## config.mk

```make
export PLATFORM = sky130hd
export DESIGN_NAME = dmr_mode_register
export DESIGN_NICKNAME = d
export VERILOG_FILES = /design/src/dmr_pkg.sv /design/src/dmr_mode_register.sv
export VERILOG_INCLUDE_DIRS = /design/src /design/src/src
export SDC_FILE = /design/constraint.sdc
export NUM_CORES = 1
export LEC_CHECK = 0
export BUFFER_PORTS_ARGS = -buffer_cell sky130_fd_sc_hd__clkbuf_2
export CORE_MARGIN = 2
export CORE_UTILIZATION = 45
export CTS_CLUSTER_SIZE = 14
export DETAILED_ROUTE_END_ITERATION = 8
export PLACE_DENSITY = 0.75
export SETUP_SLACK_MARGIN = 0.15
export SLEW_MARGIN = 20
export SYNTH_ARGS = -nofsm -noshare
export SYNTH_HDL_FRONTEND = slang
export SYNTH_SLANG_ARGS = --single-unit
```

## constraint.sdc

```tcl
create_clock -name ref_clk -period 1.36 [get_ports ref_clk]
set_clock_uncertainty 0.15 [all_clocks]
set_input_delay 0.136 -clock ref_clk [delete_from_list [all_inputs] [get_ports ref_clk]]
set_output_delay 0.136 -clock ref_clk [all_outputs]
set_load 0.01 [all_outputs]
```

## src/dmr_params.svh

```systemverilog
// timing and field constants for the operating mode register block
// assumes inclusion from the package and the design module
`ifndef DMR_PARAMS_SVH
`define DMR_PARAMS_SVH
`define DMR_BL_LSB        0
`define DMR_CL_LO_BIT     2
`define DMR_ORDER_BIT     3
`define DMR_CL_HI_LSB     4
`define DMR_TEST_BIT      7
`define DMR_DLL_RST_BIT   8
`define DMR_WR_LSB        9
`define DMR_PD_BIT        12
`define DMR_CHOP_SEL_BIT  12
`define DMR_BL_FIXED8     2'h0
`define DMR_BL_OTF        2'h1
`define DMR_BL_FIXED4     2'h2
`define DMR_CHOP_PULLIN   5'h02
`define DMR_BEATS         4'h8
`endif

```

## src/dmr_pkg.sv

```systemverilog
// types for the operating mode register block
// assumes dmr_params.svh is reachable by bare name
`include "dmr_params.svh"
package dmr_pkg;
	typedef struct packed {
		logic cs_n;
		logic ras_n;
		logic cas_n;
		logic we_n;
		logic [2:0] bank;
		logic [15:0] addr;
	} dmr_cmd_t;
	typedef struct packed {
		logic [1:0] burst_size_select;
		logic       burst_order_kind;
		logic [4:0] read_column_latency;
		logic       vendor_test_select;
		logic [4:0] store_recovery_time;
		logic       powerdown_exit_speed;
		logic       fields_valid;
	} dmr_cfg_t;
	typedef enum logic [1:0] {DMR_IDLE, DMR_RD, DMR_WR} dmr_burst_t;
endpackage

```

## src/dmr_mode_register.sv

```systemverilog
// operating mode register: decode, burst column order, write timing shift
// assumes command pins already sampled on ref_clk rising edges
`timescale 1ns/100ps
`include "dmr_params.svh"
module dmr_mode_register
	import dmr_pkg::*;
#(
	parameter int ROW_CLOSE_CYCLES = 11
) (
	// clock and control
	input  wire logic       ref_clk,
	input  wire logic       rst_n,
	input  wire logic       clk_en,
	// command pins
	input  wire dmr_cmd_t   cmd,
	// decoded fields
	output dmr_cfg_t        cfg_q,
	output logic            dll_reset_req_q,
	output logic [5:0]      autoprecharge_total_delay_q,
	// burst column sequencing
	output logic [2:0]      beat_column_q,
	output logic            beat_valid_q,
	output logic            data_drive_q,
	output logic            chopped_four_beat_q,
	output logic [4:0]      store_pullin_q
);
	////////////////////////////////////////////////////////////////
	logic        mrs_hit;
	logic        rd_hit;
	logic        wr_hit;
	logic [15:0] a;
	dmr_burst_t  kind_q;
	logic [2:0]  start_q;
	logic [3:0]  beat_q;
	logic        order_q;
	logic        chop_now;

	assign a       = cmd.addr;
	assign mrs_hit = !cmd.cs_n && !cmd.ras_n && !cmd.cas_n && !cmd.we_n
		&& (cmd.bank == 3'h0);
	assign rd_hit  = !cmd.cs_n && cmd.ras_n && !cmd.cas_n && cmd.we_n;
	assign wr_hit  = !cmd.cs_n && cmd.ras_n && !cmd.cas_n && !cmd.we_n;

	// chop decision for the command on the pins; reserved size falls back to eight
	always_comb begin
		unique case (cfg_q.burst_size_select)
			`DMR_BL_OTF:    chop_now = !a[`DMR_CHOP_SEL_BIT];
			`DMR_BL_FIXED4: chop_now = 1'b1;
			default:        chop_now = 1'b0;
		endcase
	end

	// latency decode; reserved codes give zero
	function automatic logic [4:0] cl_decode(input logic [2:0] hi, input logic lo);
		logic [4:0] v;
		v = 5'h00;
		if (!lo && hi != 3'h0)
			v = 5'(hi) + 5'h04;
		else if (lo && hi <= 3'h2)
			v = 5'(hi) + 5'h0C;
		return v;
	endfunction

	function automatic logic [4:0] wr_decode(input logic [2:0] c);
		logic [4:0] v;
		v = 5'h00;
		unique case (c)
			3'h0: v = 5'h00;
			3'h1: v = 5'h05;
			3'h2: v = 5'h06;
			3'h3: v = 5'h07;
			3'h4: v = 5'h08;
			3'h5: v = 5'h0A;
			3'h6: v = 5'h0C;
			3'h7: v = 5'h0E;
		endcase
		return v;
	endfunction

	// column for beat i: sequential wraps in nibble, interleaved xors
	function automatic logic [2:0] col_of(input logic [2:0] s, input logic [2:0] i,
		input logic il);
		logic [2:0] v;
		v = il ? (s ^ i) : {s[2] ^ i[2], 2'(s[1:0] + i[1:0])};
		return v;
	endfunction

	////////////////////////////////////////////////////////////////
	// register capture; reset clears every field to zero until the first write
	always_ff @(posedge ref_clk) begin
		if (!rst_n) begin
			cfg_q <= '0;
		end else if (clk_en && mrs_hit) begin
			cfg_q.burst_size_select    <= a[`DMR_BL_LSB +: 2];
			cfg_q.burst_order_kind     <= a[`DMR_ORDER_BIT];
			cfg_q.read_column_latency  <= cl_decode(a[`DMR_CL_HI_LSB +: 3],
				a[`DMR_CL_LO_BIT]);
			cfg_q.vendor_test_select   <= a[`DMR_TEST_BIT];
			cfg_q.store_recovery_time  <= wr_decode(a[`DMR_WR_LSB +: 3]);
			cfg_q.powerdown_exit_speed <= a[`DMR_PD_BIT];
			cfg_q.fields_valid         <= 1'b1;
		end
	end

	// loop reset request is a self-clearing pulse
	always_ff @(posedge ref_clk) begin
		if (!rst_n)
			dll_reset_req_q <= 1'b0;
		else if (clk_en)
			dll_reset_req_q <= mrs_hit && a[`DMR_DLL_RST_BIT];
	end

	// recovery plus row close time
	always_ff @(posedge ref_clk) begin
		if (!rst_n)
			autoprecharge_total_delay_q <= '0;
		else if (clk_en)
			autoprecharge_total_delay_q <= 6'(cfg_q.store_recovery_time)
				+ 6'(ROW_CLOSE_CYCLES);
	end

	////////////////////////////////////////////////////////////////
	// burst sequencer: a new command restarts the burst
	always_ff @(posedge ref_clk) begin
		if (!rst_n) begin
			kind_q              <= DMR_IDLE;
			start_q             <= 3'h0;
			beat_q              <= 4'h0;
			order_q             <= 1'b0;
			chopped_four_beat_q <= 1'b0;
			store_pullin_q      <= 5'h00;
		end else if (clk_en) begin
			if (rd_hit || wr_hit) begin
				kind_q  <= rd_hit ? DMR_RD : DMR_WR;
				beat_q  <= 4'h0;
				order_q <= cfg_q.burst_order_kind;
				chopped_four_beat_q <= chop_now;
				// fixed chop pulls write in, per-command chop does not
				store_pullin_q <= (wr_hit && cfg_q.burst_size_select == `DMR_BL_FIXED4)
					? `DMR_CHOP_PULLIN : 5'h00;
				if (rd_hit)
					start_q <= a[2:0];
				else if (chop_now)
					start_q <= {a[2], 2'h0};
				else
					start_q <= 3'h0;
			end else if (kind_q != DMR_IDLE) begin
				if (beat_q == `DMR_BEATS - 4'h1)
					kind_q <= DMR_IDLE;
				beat_q <= beat_q + 4'h1;
			end
		end
	end

	// per-beat column and output drive
	always_ff @(posedge ref_clk) begin
		if (!rst_n) begin
			beat_column_q <= 3'h0;
			beat_valid_q  <= 1'b0;
			data_drive_q  <= 1'b0;
		end else if (clk_en) begin
			beat_valid_q <= kind_q != DMR_IDLE && !(chopped_four_beat_q && beat_q[2]);
			data_drive_q <= kind_q == DMR_RD && !(chopped_four_beat_q && beat_q[2]);
			if (kind_q == DMR_WR)
				beat_column_q <= start_q + beat_q[2:0];
			else
				beat_column_q <= col_of(start_q, beat_q[2:0], order_q);
		end
	end

	////////////////////////////////////////////////////////////////
	property p_mrs_dll;
		@(posedge ref_clk) disable iff (!rst_n)
		clk_en && mrs_hit && a[`DMR_DLL_RST_BIT] |=> dll_reset_req_q;
	endproperty
	a_mrs_dll: assert property (p_mrs_dll) else $error("loop reset pulse wrong");

	property p_bl_decode;
		@(posedge ref_clk) disable iff (!rst_n)
		clk_en && mrs_hit |=> cfg_q.burst_size_select == $past(a[1:0]);
	endproperty
	a_bl_decode: assert property (p_bl_decode) else $error("burst size not captured");

	property p_no_capture;
		@(posedge ref_clk) disable iff (!rst_n)
		clk_en && !mrs_hit |=> $stable(cfg_q);
	endproperty
	a_no_capture: assert property (p_no_capture) else $error("register changed");

	property p_cl_range;
		@(posedge ref_clk) disable iff (!rst_n)
		clk_en && mrs_hit && !a[2] && a[6:4] == 3'h1 |=> cfg_q.read_column_latency == 5'h05;
	endproperty
	a_cl_range: assert property (p_cl_range) else $error("latency decode");

	property p_wr_map;
		@(posedge ref_clk) disable iff (!rst_n)
		clk_en && mrs_hit && a[11:9] == 3'h5 |=> cfg_q.store_recovery_time == 5'h0A;
	endproperty
	a_wr_map: assert property (p_wr_map) else $error("recovery decode");

	property p_autoprecharge_total_delay;
		@(posedge ref_clk) disable iff (!rst_n)
		clk_en && $past(clk_en) && $past(rst_n) |-> autoprecharge_total_delay_q ==
			6'($past(cfg_q.store_recovery_time)) + 6'(ROW_CLOSE_CYCLES);
	endproperty
	a_autoprecharge_total_delay: assert property (p_autoprecharge_total_delay) else $error("total delay wrong");

	property p_pullin;
		@(posedge ref_clk) disable iff (!rst_n)
		clk_en && wr_hit && cfg_q.burst_size_select == `DMR_BL_OTF |=> store_pullin_q == 5'h00;
	endproperty
	a_pullin: assert property (p_pullin) else $error("per-command chop pulled in");

	property p_fixed4;
		@(posedge ref_clk) disable iff (!rst_n)
		clk_en && wr_hit && cfg_q.burst_size_select == `DMR_BL_FIXED4
			|=> store_pullin_q == 5'h02 && chopped_four_beat_q;
	endproperty
	a_fixed4: assert property (p_fixed4) else $error("fixed chop timing");

	property p_pd;
		@(posedge ref_clk) disable iff (!rst_n)
		clk_en && mrs_hit |=> cfg_q.powerdown_exit_speed == $past(a[12])
			&& cfg_q.vendor_test_select == $past(a[7]);
	endproperty
	a_pd: assert property (p_pd) else $error("exit or test bit");

	property p_chop_otf;
		@(posedge ref_clk) disable iff (!rst_n)
		clk_en && rd_hit && cfg_q.burst_size_select == `DMR_BL_OTF
			|=> chopped_four_beat_q == !$past(a[12]);
	endproperty
	a_chop_otf: assert property (p_chop_otf) else $error("chop select");

	property p_dll_clear;
		@(posedge ref_clk) disable iff (!rst_n)
		clk_en && !(mrs_hit && a[`DMR_DLL_RST_BIT]) |=> !dll_reset_req_q;
	endproperty
	a_dll_clear: assert property (p_dll_clear) else $error("loop reset request stuck");

	property p_cl_high;
		@(posedge ref_clk) disable iff (!rst_n)
		clk_en && mrs_hit && a[2] && a[6:4] == 3'h2 |=> cfg_q.read_column_latency == 5'h0E;
	endproperty
	a_cl_high: assert property (p_cl_high) else $error("upper latency decode");

	property p_read_start;
		@(posedge ref_clk) disable iff (!rst_n)
		clk_en && rd_hit |=> start_q == $past(a[2:0]);
	endproperty
	a_read_start: assert property (p_read_start) else $error("read start column");

	property p_write_start8;
		@(posedge ref_clk) disable iff (!rst_n)
		clk_en && wr_hit && cfg_q.burst_size_select == `DMR_BL_FIXED8 |=> start_q == 3'h0;
	endproperty
	a_write_start8: assert property (p_write_start8) else $error("eight-beat write start");

	property p_chop_quiet;
		@(posedge ref_clk) disable iff (!rst_n)
		clk_en && chopped_four_beat_q && beat_q[2] |=> !beat_valid_q && !data_drive_q;
	endproperty
	a_chop_quiet: assert property (p_chop_quiet) else $error("chop drove a late slot");

	property p_write_quiet;
		@(posedge ref_clk) disable iff (!rst_n)
		clk_en && kind_q == DMR_WR |=> !data_drive_q;
	endproperty
	a_write_quiet: assert property (p_write_quiet) else $error("write drove data");

	property p_burst_end;
		@(posedge ref_clk) disable iff (!rst_n)
		clk_en && kind_q != DMR_IDLE && beat_q == 4'h7 && !rd_hit && !wr_hit
			|=> kind_q == DMR_IDLE;
	endproperty
	a_burst_end: assert property (p_burst_end) else $error("burst overran eight slots");

	property p_read_pullin;
		@(posedge ref_clk) disable iff (!rst_n)
		clk_en && rd_hit |=> store_pullin_q == 5'h00;
	endproperty
	a_read_pullin: assert property (p_read_pullin) else $error("read pulled in");

	property p_fixed8_chop;
		@(posedge ref_clk) disable iff (!rst_n)
		clk_en && (rd_hit || wr_hit) && cfg_q.burst_size_select == `DMR_BL_FIXED8
			|=> !chopped_four_beat_q;
	endproperty
	a_fixed8_chop: assert property (p_fixed8_chop) else $error("fixed eight chopped");
endmodule

```

== Word-level counts from Yosys, hierarchy flattened ==
Memory sizes are Yosys's and may differ from the RTL's. A register that Yosys moved wholly into a read port is not among the register bits.
Index checks and enable logic that the tools add are counted.
W data, S select, Z words.
Word-level totals
  register bits after elaboration: 44
  memory bits (read-only): 32
  input port bits: 26
  output and inout port bits: 34
  logic and storage cells: 80
  memories: 1
Memories
  (name not given): depth 8, bits a word 4, read ports 1, clocked after memory_dff 1, write ports 0, RTL line dmr_mode_register.sv:67  | unique case (c)
Operators by class
  add/subtract/negate cells: 6
  $lt $le $gt $ge: 1
  eq/ne operators: 5
  muxes and demuxes: 14
  bitwise gates (word level): 2
  reduce and logical (&&, ||, !) cells: 33
Operators by type and width (number)
  $logic_and A1 B1 Y1: 16
  $mux W3: 4
  $mux W2: 5
  $mux W5: 2
  $logic_not A1 Y1: 8
  $mux W4: 2
  $add A5 B4 Y6 const B: 1
  $reduce_bool A2 Y1: 3
  $add A3 B4 Y5 const B: 1
  $add A3 B3 Y4 const B: 1
  $add A4 B1 Y4 const B: 1
  $eq A2 B1 Y1 const B: 2
  $eq A2 B2 Y1 const B: 2
  $eq A4 B3 Y1 const B: 1
  $reduce_and A2 Y1: 2
  $add A3 B3 Y3: 1
  $le A3 B2 Y1 const B: 1
  $logic_not A3 Y1: 1
  $reduce_and A3 Y1: 1
  $reduce_bool A3 Y1: 1
  $xor A3 B3 Y3: 1
  $add A2 B2 Y2: 1
  $pmux W1 S2: 1
  $logic_or A1 B1 Y1: 1
  $xor A1 B1 Y1: 1

== Logic depth before layout (Yosys ltp) ==
Gate-level depths: netlist (run 1).
  depth after elaboration: 7
  gate-level depth with buffers: 6
  gate-level depth less buffers: 6

== Least setup slack after synthesis (run 1) ==
OpenSTA, ideal clock, no wires.
  path kind: reg2reg
  start: reg beat_q[0]
  end: reg beat_column_q[2]
  setup time: 0.122 ns
  data arrival time: 1.139 ns
  data required time: 1.088 ns
  slack: -0.051 ns
  cell stages (with the launch flop): 6
  buffers on the path: 0
  period minus slack after synthesis: 1.411 ns
  cells stage by stage: dfxtp_1 > ha_1 > fa_1 > nand3b_1 > xnor2_1 > o21ai_0
Between the ends
  cells in the longest elaborated chain, start to end: 2
Ends and longest elaborated chain
  start, declared: RTL line dmr_mode_register.sv:34  | logic [3:0] beat_q;
  start signal, assigned: RTL line dmr_mode_register.sv:150  | beat_q <= beat_q + 4'h1;
  $add A3 B3 Y3: RTL line dmr_mode_register.sv:165  | beat_column_q <= start_q + beat_q[2:0];
  $mux W3: RTL line dmr_mode_register.sv:164  | if (kind_q == DMR_WR)
  end signal, assigned: RTL line dmr_mode_register.sv:165
  end signal, assigned: RTL line dmr_mode_register.sv:167  | beat_column_q <= col_of(start_q, beat_q[2:0], order_q);
  end, declared: RTL line dmr_mode_register.sv:21  | output logic [2:0] beat_column_q,
No other way between the ends.
A chain may end at the register's enable or synchronous reset.

== Worst setup path in the final report (run 1) ==
  start: reg start_q[0]
  end: reg beat_column_q[1]
Between the ends
  cells in the longest elaborated chain, start to end: 3
  elaborated cells between the ends (all ways): 4
Ends and longest elaborated chain
  start, declared: RTL line dmr_mode_register.sv:33  | logic [2:0] start_q;
  start signal, assigned: RTL line dmr_mode_register.sv:142  | start_q <= a[2:0];
  start signal, assigned: RTL line dmr_mode_register.sv:144  | start_q <= {a[2], 2'h0};
  $add A2 B2 Y2: RTL line dmr_mode_register.sv:84  | v = il ? (s ^ i) : {s[2] ^ i[2], 2'(s[1:0] + i[1:0])};
  $mux W3: RTL line dmr_mode_register.sv:84
  $mux W3 (*): RTL line dmr_mode_register.sv:164
Mark *: on every way between the ends. The rest lies on a longest branch, timed or not.

==> results by group, run 1 <==
Status
  – Outcome: finished with violations
  – Failing checks: negative setup slack

Logic synthesis
  – Post-Synth Adder-Cell Area: 5.32%
  – Largest family of logic cells by synthesized area: simple AND/OR/NAND/NOR gates
  – Mapped Cells: 195
  – Yosys reg bits: 38
  – Simple logic cell fraction of the synthesized area: 21.0%
  – Yosys warning count: 0
  – Area of the mapped netlist: 1790 sq um
  – Synth Area in Compound Gates: 13.4%
  – Synth unique cells: 34
  – Post-synthesis mux area share: 6.16%
  – Xor and xnor area share after synthesis: 3.43%
  – Syn avg cell area: 9.16 sq um
  – Seq/Total Area, Yosys: 42.6%

Finish
  – Most common cell after layout, fill and taps aside: clkbuf_2
  – Area delta synth->final: 37.7%
  – Area of the multi-input gates: 976 sq um
  – FF+latch area: 782 sq um
  – Fillers: 310
  – Ant diodes: 0
  – Most frequent cells in the layout: clkbuf_2, dfxtp_1, nand2_1, nor2b_1, mux2i_1
  – Layout cells sized above 1: 36.0%
  – Post-layout nets: 296

Setup path
  – CP startpoint kind: flip-flop
  – Reg-to-reg critical path startpoint: start_q[0]
  – Crit path max fanout: 2
  – CP endpoint kind: flip-flop
  – Worst Path Required: 1.39 ns
  – Crit path max-delay family: adder cells
  – WP buf/inv: 0
  – RR Endpoint: beat_column_q[1]
  – Reg2Reg Setup Slack: -0.06 ns
  – Crit path largest cell delay: 0.42 ns
  – Worst R2R Path Depth: 4
  – Crit path max-delay cell type: fa_1
  – Worst Path Arrival: 1.44 ns
  – Worst path cell trace: ha_4 -> fa_1 -> mux2i_1 -> a21oi_1
  – WS Path Type: reg -> reg

Placed design
  – Dpl hpwl: 2680 um
  – Port bufs: 50
  – RePlAce Congestion: 0.763
  – Post-Place Setup Slack: -0.117 ns

Power
  – Flop pwr share: 51.7%
  – Switching part of the total: 22.7%
  – Peak VDD IR: 0.000623 V
  – Comb pwr share: 9.1%
  – Leakage power: 1.07 nW
  – Power share of the clock group: 39.2%
  – P_sw: 0.497 mW
  – Power density over the cells: 888 nW/um^2
  – Pint: 1.69 mW

Clocking
  – Htree depth: 2
  – Clock buffer depth: 2
  – Root Driver: clkbuf_8
  – Clk_lat worst skew: 0.29 ns
  – CTS buffer count: 5
  – Clock sink count: 38
  – CTS clk-pin slew, worst paths: 0.08 ns
  – TritonCTS clock tree: done

Floorplanning
  – Full die area: 4490 sq um
  – IO Count: 60
  – Die Span Y: 67.0 um
  – FP Rows: 22
  – Initial Util: 47.7%
  – Die span in x: 67.0 um
  – Core ar.: 3740 sq um

Global route
  – All-Layer GR Usage: 18.1%
  – M1 GR Usage: 22.8%
  – First-pass GRT wire length: 6040 um
  – GR Util met3: 4.90%
  – Gr busiest metal: met2
  – Met2 usage: 28.6%
  – Vias in the first global route: 1355
  – Largest net degree at the start of global routing: 26
  – GRT overflow: 0
  – Initial antenna violation count: 0

Detailed routing
  – DR vias: 1545
  – Detailed Route Iter0 Violations: 89
  – Vias per cell: 4.95
  – WL per Instance: 12.5 um
  – Detail Route Antenna Nets: 0
  – Drt drc: 0
  – Initial DRT Pass Iterations: 4
  – Post-Route WL: 3890 um

Timing
  – Final Critical Period: 1.42 ns
  – Setup TNS: -0.0953 ns
  – Final Hold Vio Count: 0
  – Period utilization: 104%
  – RSZ-0062 raised after global routing: true
  – Fin worst setup slack: -0.0563 ns
  – Count of final setup violators: 2
  – Highest clock rate: 706 MHz
  – Final max-slew violation count: 0

Worst hold path
  – Hold Path Stages: 3
  – Hold path start: cmd[2]
  – Hold EP: start_q[2]
  – Worst hold path type: in -> reg

Job
  – Max_cap viols: 0
## power by group through the flow
stage               Sequential [mW]  Combinational [mW]  Clock [mW]
finish                         1.13               0.198       0.856
global route                   1.13               0.221       0.943
CTS                            1.14               0.189       0.877
detailed placement             1.16               0.170           0
global placement               1.16               0.169           0
floorplan                      1.17              0.0924           0
## cell type report
type / instances / share of cell area (%)
Multi-Input combinational cell: 138 / 39.7
Sequential cell: 38 / 31.8
Timing Repair Buffer: 73 / 20.8
Clock buffer: 6 / 3.81
Tap cell: 48 / 2.44
Inverter: 7 / 1.07
Clock inverter: 2 / 0.407
## how the worst max path moves through the flow
stage	startpoint	endpoint	slack (ns)	depth (start not counted)
floorplan	beat_q[0]	beat_column_q[1]	-0.002	4
global placement	cmd[19]	cfg_q[7]	-0.10	6
detailed placement	cmd[19]	cfg_q[13]	-0.12	6
CTS	start_q[0]	beat_column_q[1]	-0.05	4
global route	start_q[0]	beat_column_q[1]	-0.11	4
finish	start_q[0]	beat_column_q[1]	-0.06	4
## cell families (layout without fill, tap and decap cells)
kind of cell    Yosys count  after routing
flops                    38             38
fa+ha+maj                 7              7
xor+xnor                  7              7
compound gates           35             35
simple gates             72             72
buf+inv                  24             88
other cells               1              6
mux                      11             11
## worst min-delay path, delay by kind of cell
family          cells  cell delay [ns]
buf+inv             1             0.13
simple gates        1             0.05
compound gates      1             0.10
## sequential cells by signal (all words and copies together), names as in the netlist
signal and flops:
cfg_q 15, beat_q 4, chopped_four_beat_q 1, start_q 3, order_q 1, beat_column_q 3, data_drive_q 1, beat_valid_q 1
autoprecharge_total_delay_q 5, store_pullin_q 1, kind_q 2, dll_reset_req_q 1
## synth_stat cells
| master | number | share of area [%] |
|---|---|---|
| nand2_1 | 22 | 4.6 |
| inv_1 | 7 | 1.5 |
| a21boi_1 | 2 | 0.84 |
| or3_1 | 1 | 0.35 |
| nand4b_1 | 1 | 0.49 |
| buf_2 | 1 | 0.28 |
| nand3_1 | 9 | 2.5 |
| nor3_1 | 2 | 0.56 |
| conb_1 | 1 | 0.21 |
| buf_12 | 1 | 1.1 |
| buf_4 | 7 | 2.9 |
| nand4_1 | 2 | 0.70 |
| nor2_1 | 7 | 1.5 |
| nor2b_1 | 14 | 4.9 |
| buf_6 | 1 | 0.63 |
| nor4_1 | 1 | 0.35 |
| nand2b_1 | 5 | 1.8 |
| a21boi_0 | 8 | 3.4 |
| ha_1 | 6 | 4.2 |
| mux2i_1 | 11 | 6.2 |
| xor2_1 | 2 | 0.98 |
| a21oi_1 | 6 | 1.7 |
| o211a_1 | 5 | 2.8 |
| dfxtp_1 | 38 | 43 |
| fa_1 | 1 | 1.1 |
| and3_1 | 3 | 1.1 |
| xnor2_1 | 5 | 2.5 |
| o21a_1 | 3 | 1.3 |
| o21ai_0 | 9 | 2.5 |
| clkbuf_1 | 7 | 1.5 |
| o211ai_1 | 1 | 0.42 |
| o2111ai_1 | 1 | 0.49 |
| nand3b_1 | 4 | 1.7 |
| and4b_1 | 1 | 0.56 |
## per-stage QoR
| step | hold WS (ns) | std cells | utilization, % | total power, mW | area, sq um |
|---|---|---|---|---|---|
| floorplan | 0.123 | 200 | - | 1.26 | 1850 |
| global placement | 0.247 | 291 | 57.3 | 1.33 | 2140 |
| detailed placement | 0.268 | 291 | 57.3 | 1.33 | 2140 |
| CTS | 0.00402 | 307 | 62.4 | 2.20 | 2340 |
| global route | 0.0302 | 312 | 65.7 | 2.30 | 2460 |
| finish | 0.0113 | 312 | 65.7 | 2.19 | 2460 |
## routing by layer
layer / wire [um] / up-vias
li1: - / 785
met1: 1800 / 708
met2: 1820 / 48
met3: 237 / 4
met4: 28 / 0
met5: 0 / -
## timing repair
action,4_1_cts,5_1_grt
endpoints found under the setup margin,8,21
gates cloned,0,2
endpoints found under the hold margin,10,0
resized for setup,6,16
pin swaps,6,5
hold buffers,8,0
setup buffers,0,3
No activity file was read; power rests on OpenSTA's default activity.
==> run 2, diff against run 1 <==
--- a/config.mk
+++ b/config.mk
@@ -6,14 +6,13 @@
 export SDC_FILE = /design/constraint.sdc
 export NUM_CORES = 1
 export LEC_CHECK = 0
-export BUFFER_PORTS_ARGS = -buffer_cell sky130_fd_sc_hd__clkbuf_2
+export BUFFER_PORTS_ARGS = -buffer_cell sky130_fd_sc_hd__buf_4
 export CORE_MARGIN = 2
 export CORE_UTILIZATION = 45
 export CTS_CLUSTER_SIZE = 14
 export DETAILED_ROUTE_END_ITERATION = 8
 export PLACE_DENSITY = 0.75
 export SETUP_SLACK_MARGIN = 0.15
-export SLEW_MARGIN = 20
 export SYNTH_ARGS = -nofsm -noshare
 export SYNTH_HDL_FRONTEND = slang
 export SYNTH_SLANG_ARGS = --single-unit
==> run 2 against run 1 <==
Effect of this change: setup slack worse by 0.0076 ns; hold slack better by 0.0050 ns; total power up 6.1%; the run still ends with negative setup slack left; critical path depth unchanged; highest routed layer unchanged; critical endpoint unchanged.
==> results by group, run 2 (same netlist as run 1, synthesis figures left out) <==
Floorplanning
  – FP Rows: 22
  – IO Count: 60
  – Die span in x: 67.0 um
  – Initial Util: 47.7%
  – Core ar.: 3740 sq um
  – Die Span Y: 67.0 um
  – Full die area: 4490 sq um

Job
  – Max_cap viols: 0

Setup path
  – Crit path max-delay cell type: fa_2
  – Worst Path Arrival: 1.49 ns
  – WS Path Type: reg -> reg
  – Worst path cell trace: ha_4 -> fa_2 -> mux2i_1 -> a21oi_1
  – Crit path max fanout: 2
  – Crit path max-delay family: adder cells
  – Worst Path Required: 1.43 ns
  – WP buf/inv: 0
  – CP endpoint kind: flip-flop
  – Crit path largest cell delay: 0.51 ns
  – CP startpoint kind: flip-flop

Finish
  – Post-layout nets: 301
  – Most frequent cells in the layout: buf_4, dfxtp_1, nand2_1, nor2b_1
  – Fillers: 296
  – Top reg by flops: cfg_q
  – Largest registers: cfg_q: 15 flops, autoprecharge_total_delay_q: 5 flops, beat_q: 4 flops
  – Most common cell after layout, fill and taps aside: buf_4
  – Layout cells sized above 1: 40.1%
  – Area delta synth->final: 50.7%
  – FF+latch area: 781 sq um
  – Largest register FFs: 15
  – Area of the multi-input gates: 1020 sq um
  – Ant diodes: 0

Clocking
  – Htree depth: 2
  – Clock sink count: 38
  – CTS clk-pin slew, worst paths: 0.08 ns
  – Clock buffer depth: 2
  – Clk_lat worst skew: 0.29 ns
  – TritonCTS clock tree: done
  – Root Driver: clkbuf_8
  – CTS buffer count: 5

Timing
  – Fin worst setup slack: -0.0640 ns
  – Final Critical Period: 1.42 ns
  – Highest clock rate: 702 MHz
  – Setup TNS: -0.114 ns
  – Period utilization: 105%
  – Count of final setup violators: 2
  – Final max-slew violation count: 0
  – Final Hold Vio Count: 0
  – RSZ-0062 raised after global routing: true

Global route
  – Vias in the first global route: 1370
  – Initial antenna violation count: 0
  – Largest net degree at the start of global routing: 40
  – GRT overflow: 0
  – All-Layer GR Usage: 18.1%
  – First-pass GRT wire length: 6150 um

Power
  – Leakage power: 1.16 nW
  – Power density over the cells: 861 nW/um^2
  – Peak VDD IR: 0.000760 V
  – Overall power: 2.32 mW

Detailed routing
  – Post-Route WL: 4340 um
  – DR top layer: met4
  – Detail Route Antenna Nets: 0
  – Drt drc: 0
  – Vias per cell: 4.91
  – WL met2: 1970 um
  – DR vias: 1557
  – Met3 wire length: 276 um
  – WL per Instance: 13.7 um
  – Initial DRT Pass Iterations: 4
  – Met1 wire length: 2010 um
  – Detailed Route Iter0 Violations: 77

Placed design
  – Dpl hpwl: 2660 um
  – RePlAce Congestion: 0.767
  – Port bufs: 50

Status
  – Outcome: finished with violations
  – Failing checks: negative setup slack

Worst hold path
  – Worst hold path type: in -> reg
==> run 2: cell types whose count changed in the layout (fill, tap and decap cells not counted), sizes merged <==
cell / change
dlygate4sd3: +2
clkbuf: -49
clkinvlp: +1
buf: +51
inv: +1
bufinv: +1
clkinv: -2
==> run 2: per-layer routing <==
layer	vias to the layer above	global-route usage, %
met5	-	0
met4	0	6.12
met3	7	5.91
met2	46	29.8
met1	707	22.0
li1	797	-
==> run 2: path summary, 6_finish.rpt <==
kind / end / startpoint / cells after the start / slack [ns]
setup / recovery: beat_column_q[1] / start_q[0] / 4 / -0.06
hold / removal: data_drive_q / clk_en / 3 / 0.02
hold reg to reg: cfg_q[12] / cfg_q[12] / 2 / 0.29
setup reg to reg: beat_column_q[1] / start_q[0] / 4 / -0.06
==> run 2: report_power, final <==
| part | switching (mW) | total, mW | leakage (nW) | internal, mW |
|---|---|---|---|---|
| registers | 0.0104 | 1.13 | 0.314 | 1.12 |
| clock network | 0.416 | 0.964 | 0.0547 | 0.547 |
| logic | 0.0991 | 0.222 | 0.791 | 0.123 |
==> run 2: repair_timing <==
action | 4_1_cts | 5_1_grt
hold buffers | 10 | 0
setup buffers | 2 | 3
pin swaps | 6 | 5
hold endpoints to repair | 12 | 0
gates cloned | 0 | 2
resized for setup | 11 | 28
setup endpoints to repair | 8 | 15
==> run 2: worst min-delay path, delay by kind of cell <==
family                 cells  cell delay [ns]
AOI/OAI and AO/OA          1             0.07
buffers and inverters      1             0.11
and+or+nand+nor            1             0.10
==> run 2: per-stage QoR <==
step	std cells	hold slack, ns	utilization (%)	worst slack [ns]	area [sq um]
2_1_floorplan	200	0.123	-	-0.00203	1850
3_3_place_gp	292	0.244	60.5	-0.0910	2260
3_5_place_dp	292	0.250	60.5	-0.128	2260
4_1_cts	312	0.00526	67.4	-0.0531	2520
5_1_grt	317	0.0201	71.9	-0.150	2690
6_report	317	0.0163	71.9	-0.0640	2690
==> run 2: cell type report <==
cell class              count  area share [%]
clock inverters             3            1.63
inverters                   7            1.07
multi-input cells         138            38.0
repair buffers             78            25.6
clock buffers               5            2.56
well taps                  48            2.23
flip-flops and latches     38            29.0
==> run 3, diff against run 2 <==
--- a/config.mk
+++ b/config.mk
@@ -13,6 +13,7 @@
 export DETAILED_ROUTE_END_ITERATION = 8
 export PLACE_DENSITY = 0.75
 export SETUP_SLACK_MARGIN = 0.15
+export SKIP_CTS_REPAIR_TIMING = 1
 export SYNTH_ARGS = -nofsm -noshare
 export SYNTH_HDL_FRONTEND = slang
 export SYNTH_SLANG_ARGS = --single-unit
==> run 3 against run 2 <==
Effect of this change: total power down 0.46%; hold slack got worse by 0.020 ns; the run ends with negative hold slack, negative setup slack left; wire length decreased by 6.6%; critical endpoint is now beat_column_q[2]; sequential power barely moved; critical path depth rose by 1; sequential cell count unchanged; largest cell class unchanged.
==> results by group, run 3 (same netlist as run 1, synthesis figures left out) <==
Timing
  – Fin worst setup slack: -0.0540 ns
  – Highest clock rate: 707 MHz
  – Period utilization: 104%
  – RSZ-0062 raised after global routing: true
  – Worst hold slack: -0.00413 ns
  – Final Critical Period: 1.41 ns
  – Setup TNS: -0.0971 ns
  – Final Hold Vio Count: 1
  – Final max-slew violation count: 0
  – Count of final setup violators: 2

Floorplanning
  – Core ar.: 3740 sq um
  – Die span in x: 67.0 um
  – FP Rows: 22
  – Die Span Y: 67.0 um
  – Full die area: 4490 sq um
  – Initial Util: 47.7%
  – IO Count: 60

Power
  – Leakage power: 1.15 nW
  – Peak VDD IR: 0.000752 V
  – Power density over the cells: 871 nW/um^2

Setup path
  – Worst path cell trace: ha_4 -> fa_1 -> nand3b_1 -> xnor2_1 -> o21ai_1
  – Crit path max fanout: 2
  – Worst Path Required: 1.40 ns
  – CP endpoint kind: flip-flop
  – Crit path max-delay family: adder cells
  – WS Path Type: reg -> reg
  – Crit path depth: 5
  – Crit path largest cell delay: 0.35 ns
  – Worst R2R Path Depth: 5
  – Worst Path Arrival: 1.46 ns
  – CP startpoint kind: flip-flop
  – WP buf/inv: 0
  – Crit path max-delay cell type: dfxtp_2

Job
  – Max_cap viols: 0

Finish
  – Area of the multi-input gates: 1010 sq um
  – Fillers: 292
  – Largest register FFs: 15
  – Most common cell after layout, fill and taps aside: buf_4
  – Top reg by flops: cfg_q
  – Post-layout nets: 298
  – Layout cells sized above 1: 39.5%
  – Layout Cells excl Fill: 314
  – Finished Core Util: 70.8%
  – Most frequent cells in the layout: buf_4, dfxtp_1, nand2_1, nor2b_1, mux2i_1
  – Ant diodes: 0
  – Largest registers: cfg_q: 15 flops, autoprecharge_total_delay_q: 5 flops, beat_q: 4 flops
  – Area delta synth->final: 48.2%
  – FF+latch area: 778 sq um

Detailed routing
  – Vias per cell: 4.85
  – Drt drc: 0
  – DR vias: 1523
  – Initial DRT Pass Iterations: 4
  – Post-Route WL: 4050 um
  – Detailed Route Iter0 Violations: 94
  – WL per Instance: 12.9 um
  – Detail Route Antenna Nets: 0

Clocking
  – Htree depth: 2
  – TritonCTS clock tree: done
  – CTS clk-pin slew, worst paths: 0.08 ns
  – CTS buffer count: 5
  – Clock sink count: 38
  – Clock buffer depth: 2
  – Root Driver: clkbuf_8
  – Clk_lat worst skew: 0.30 ns

Placed design
  – Port bufs: 50
  – # placed instances: 292
  – RePlAce Congestion: 0.767
  – Dpl hpwl: 2660 um

Global route
  – First-pass GRT wire length: 5750 um
  – GRT overflow: 0
  – Largest net degree at the start of global routing: 40
  – All-Layer GR Usage: 17.2%
  – Initial antenna violation count: 0
  – Vias in the first global route: 1300

Status
  – Failing checks: negative hold slack, negative setup slack
  – Outcome: finished with violations

Worst hold path
  – Hold Path Stages: 4
  – Worst hold path type: in -> reg
## run 3: worst paths after layout
check | start | to | slack [ns]
setup / recovery | start_q[0] | beat_column_q[2] | -0.05
hold / removal | cmd[21] | beat_q[1] | -0.004
setup reg to reg | start_q[0] | beat_column_q[2] | -0.05
hold reg to reg | cfg_q[12] | cfg_q[12] | 0.28
## run 3: layout make-up
cell class | count | area share, %
Clock buffer | 5 | 2.60
Multi-Input combinational cell | 138 | 38.2
Timing Repair Buffer | 75 | 24.8
Inverter | 7 | 1.18
Sequential cell | 38 | 29.4
Clock inverter | 3 | 1.65
Tap cell | 48 | 2.27
## run 3: through the flow
step | power, mW | hold WS, ns | worst slack [ns] | instance area, sq um
2_1_floorplan | 1.26 | 0.123 | -0.00203 | 1850
3_3_place_gp | 1.35 | 0.244 | -0.0910 | 2260
3_5_place_dp | 1.35 | 0.250 | -0.128 | 2260
4_1_cts | 2.31 | -0.0607 | -0.0830 | 2380
5_1_grt | 2.41 | 0.00419 | -0.131 | 2650
6_report | 2.31 | -0.00413 | -0.0540 | 2650
## run 3: routing by layer
layer / up-vias / track usage [%] / part of all wire [%]
met3: 9 / 6.93 / 7.6
li1: 789 / - / -
met1: 677 / 21.4 / 47
met4: 0 / 6.12 / 2.2
met2: 48 / 26.5 / 43
met5: - / 0 / 0
## run 3: worst reg2reg max path: stages (launching register included)
cell and delay [ns]:
dfxtp_2 0.35, ha_4 0.16, fa_1 0.35, nand3b_1 0.11, xnor2_1 0.13, o21ai_1 0.07
## run 3: power by group
group	leakage, nW	internal, mW	switching, mW
sequential	0.313	1.12	0.0101
combinational	0.779	0.120	0.0943
clock	0.0547	0.547	0.413
total	1.15	1.79	0.517
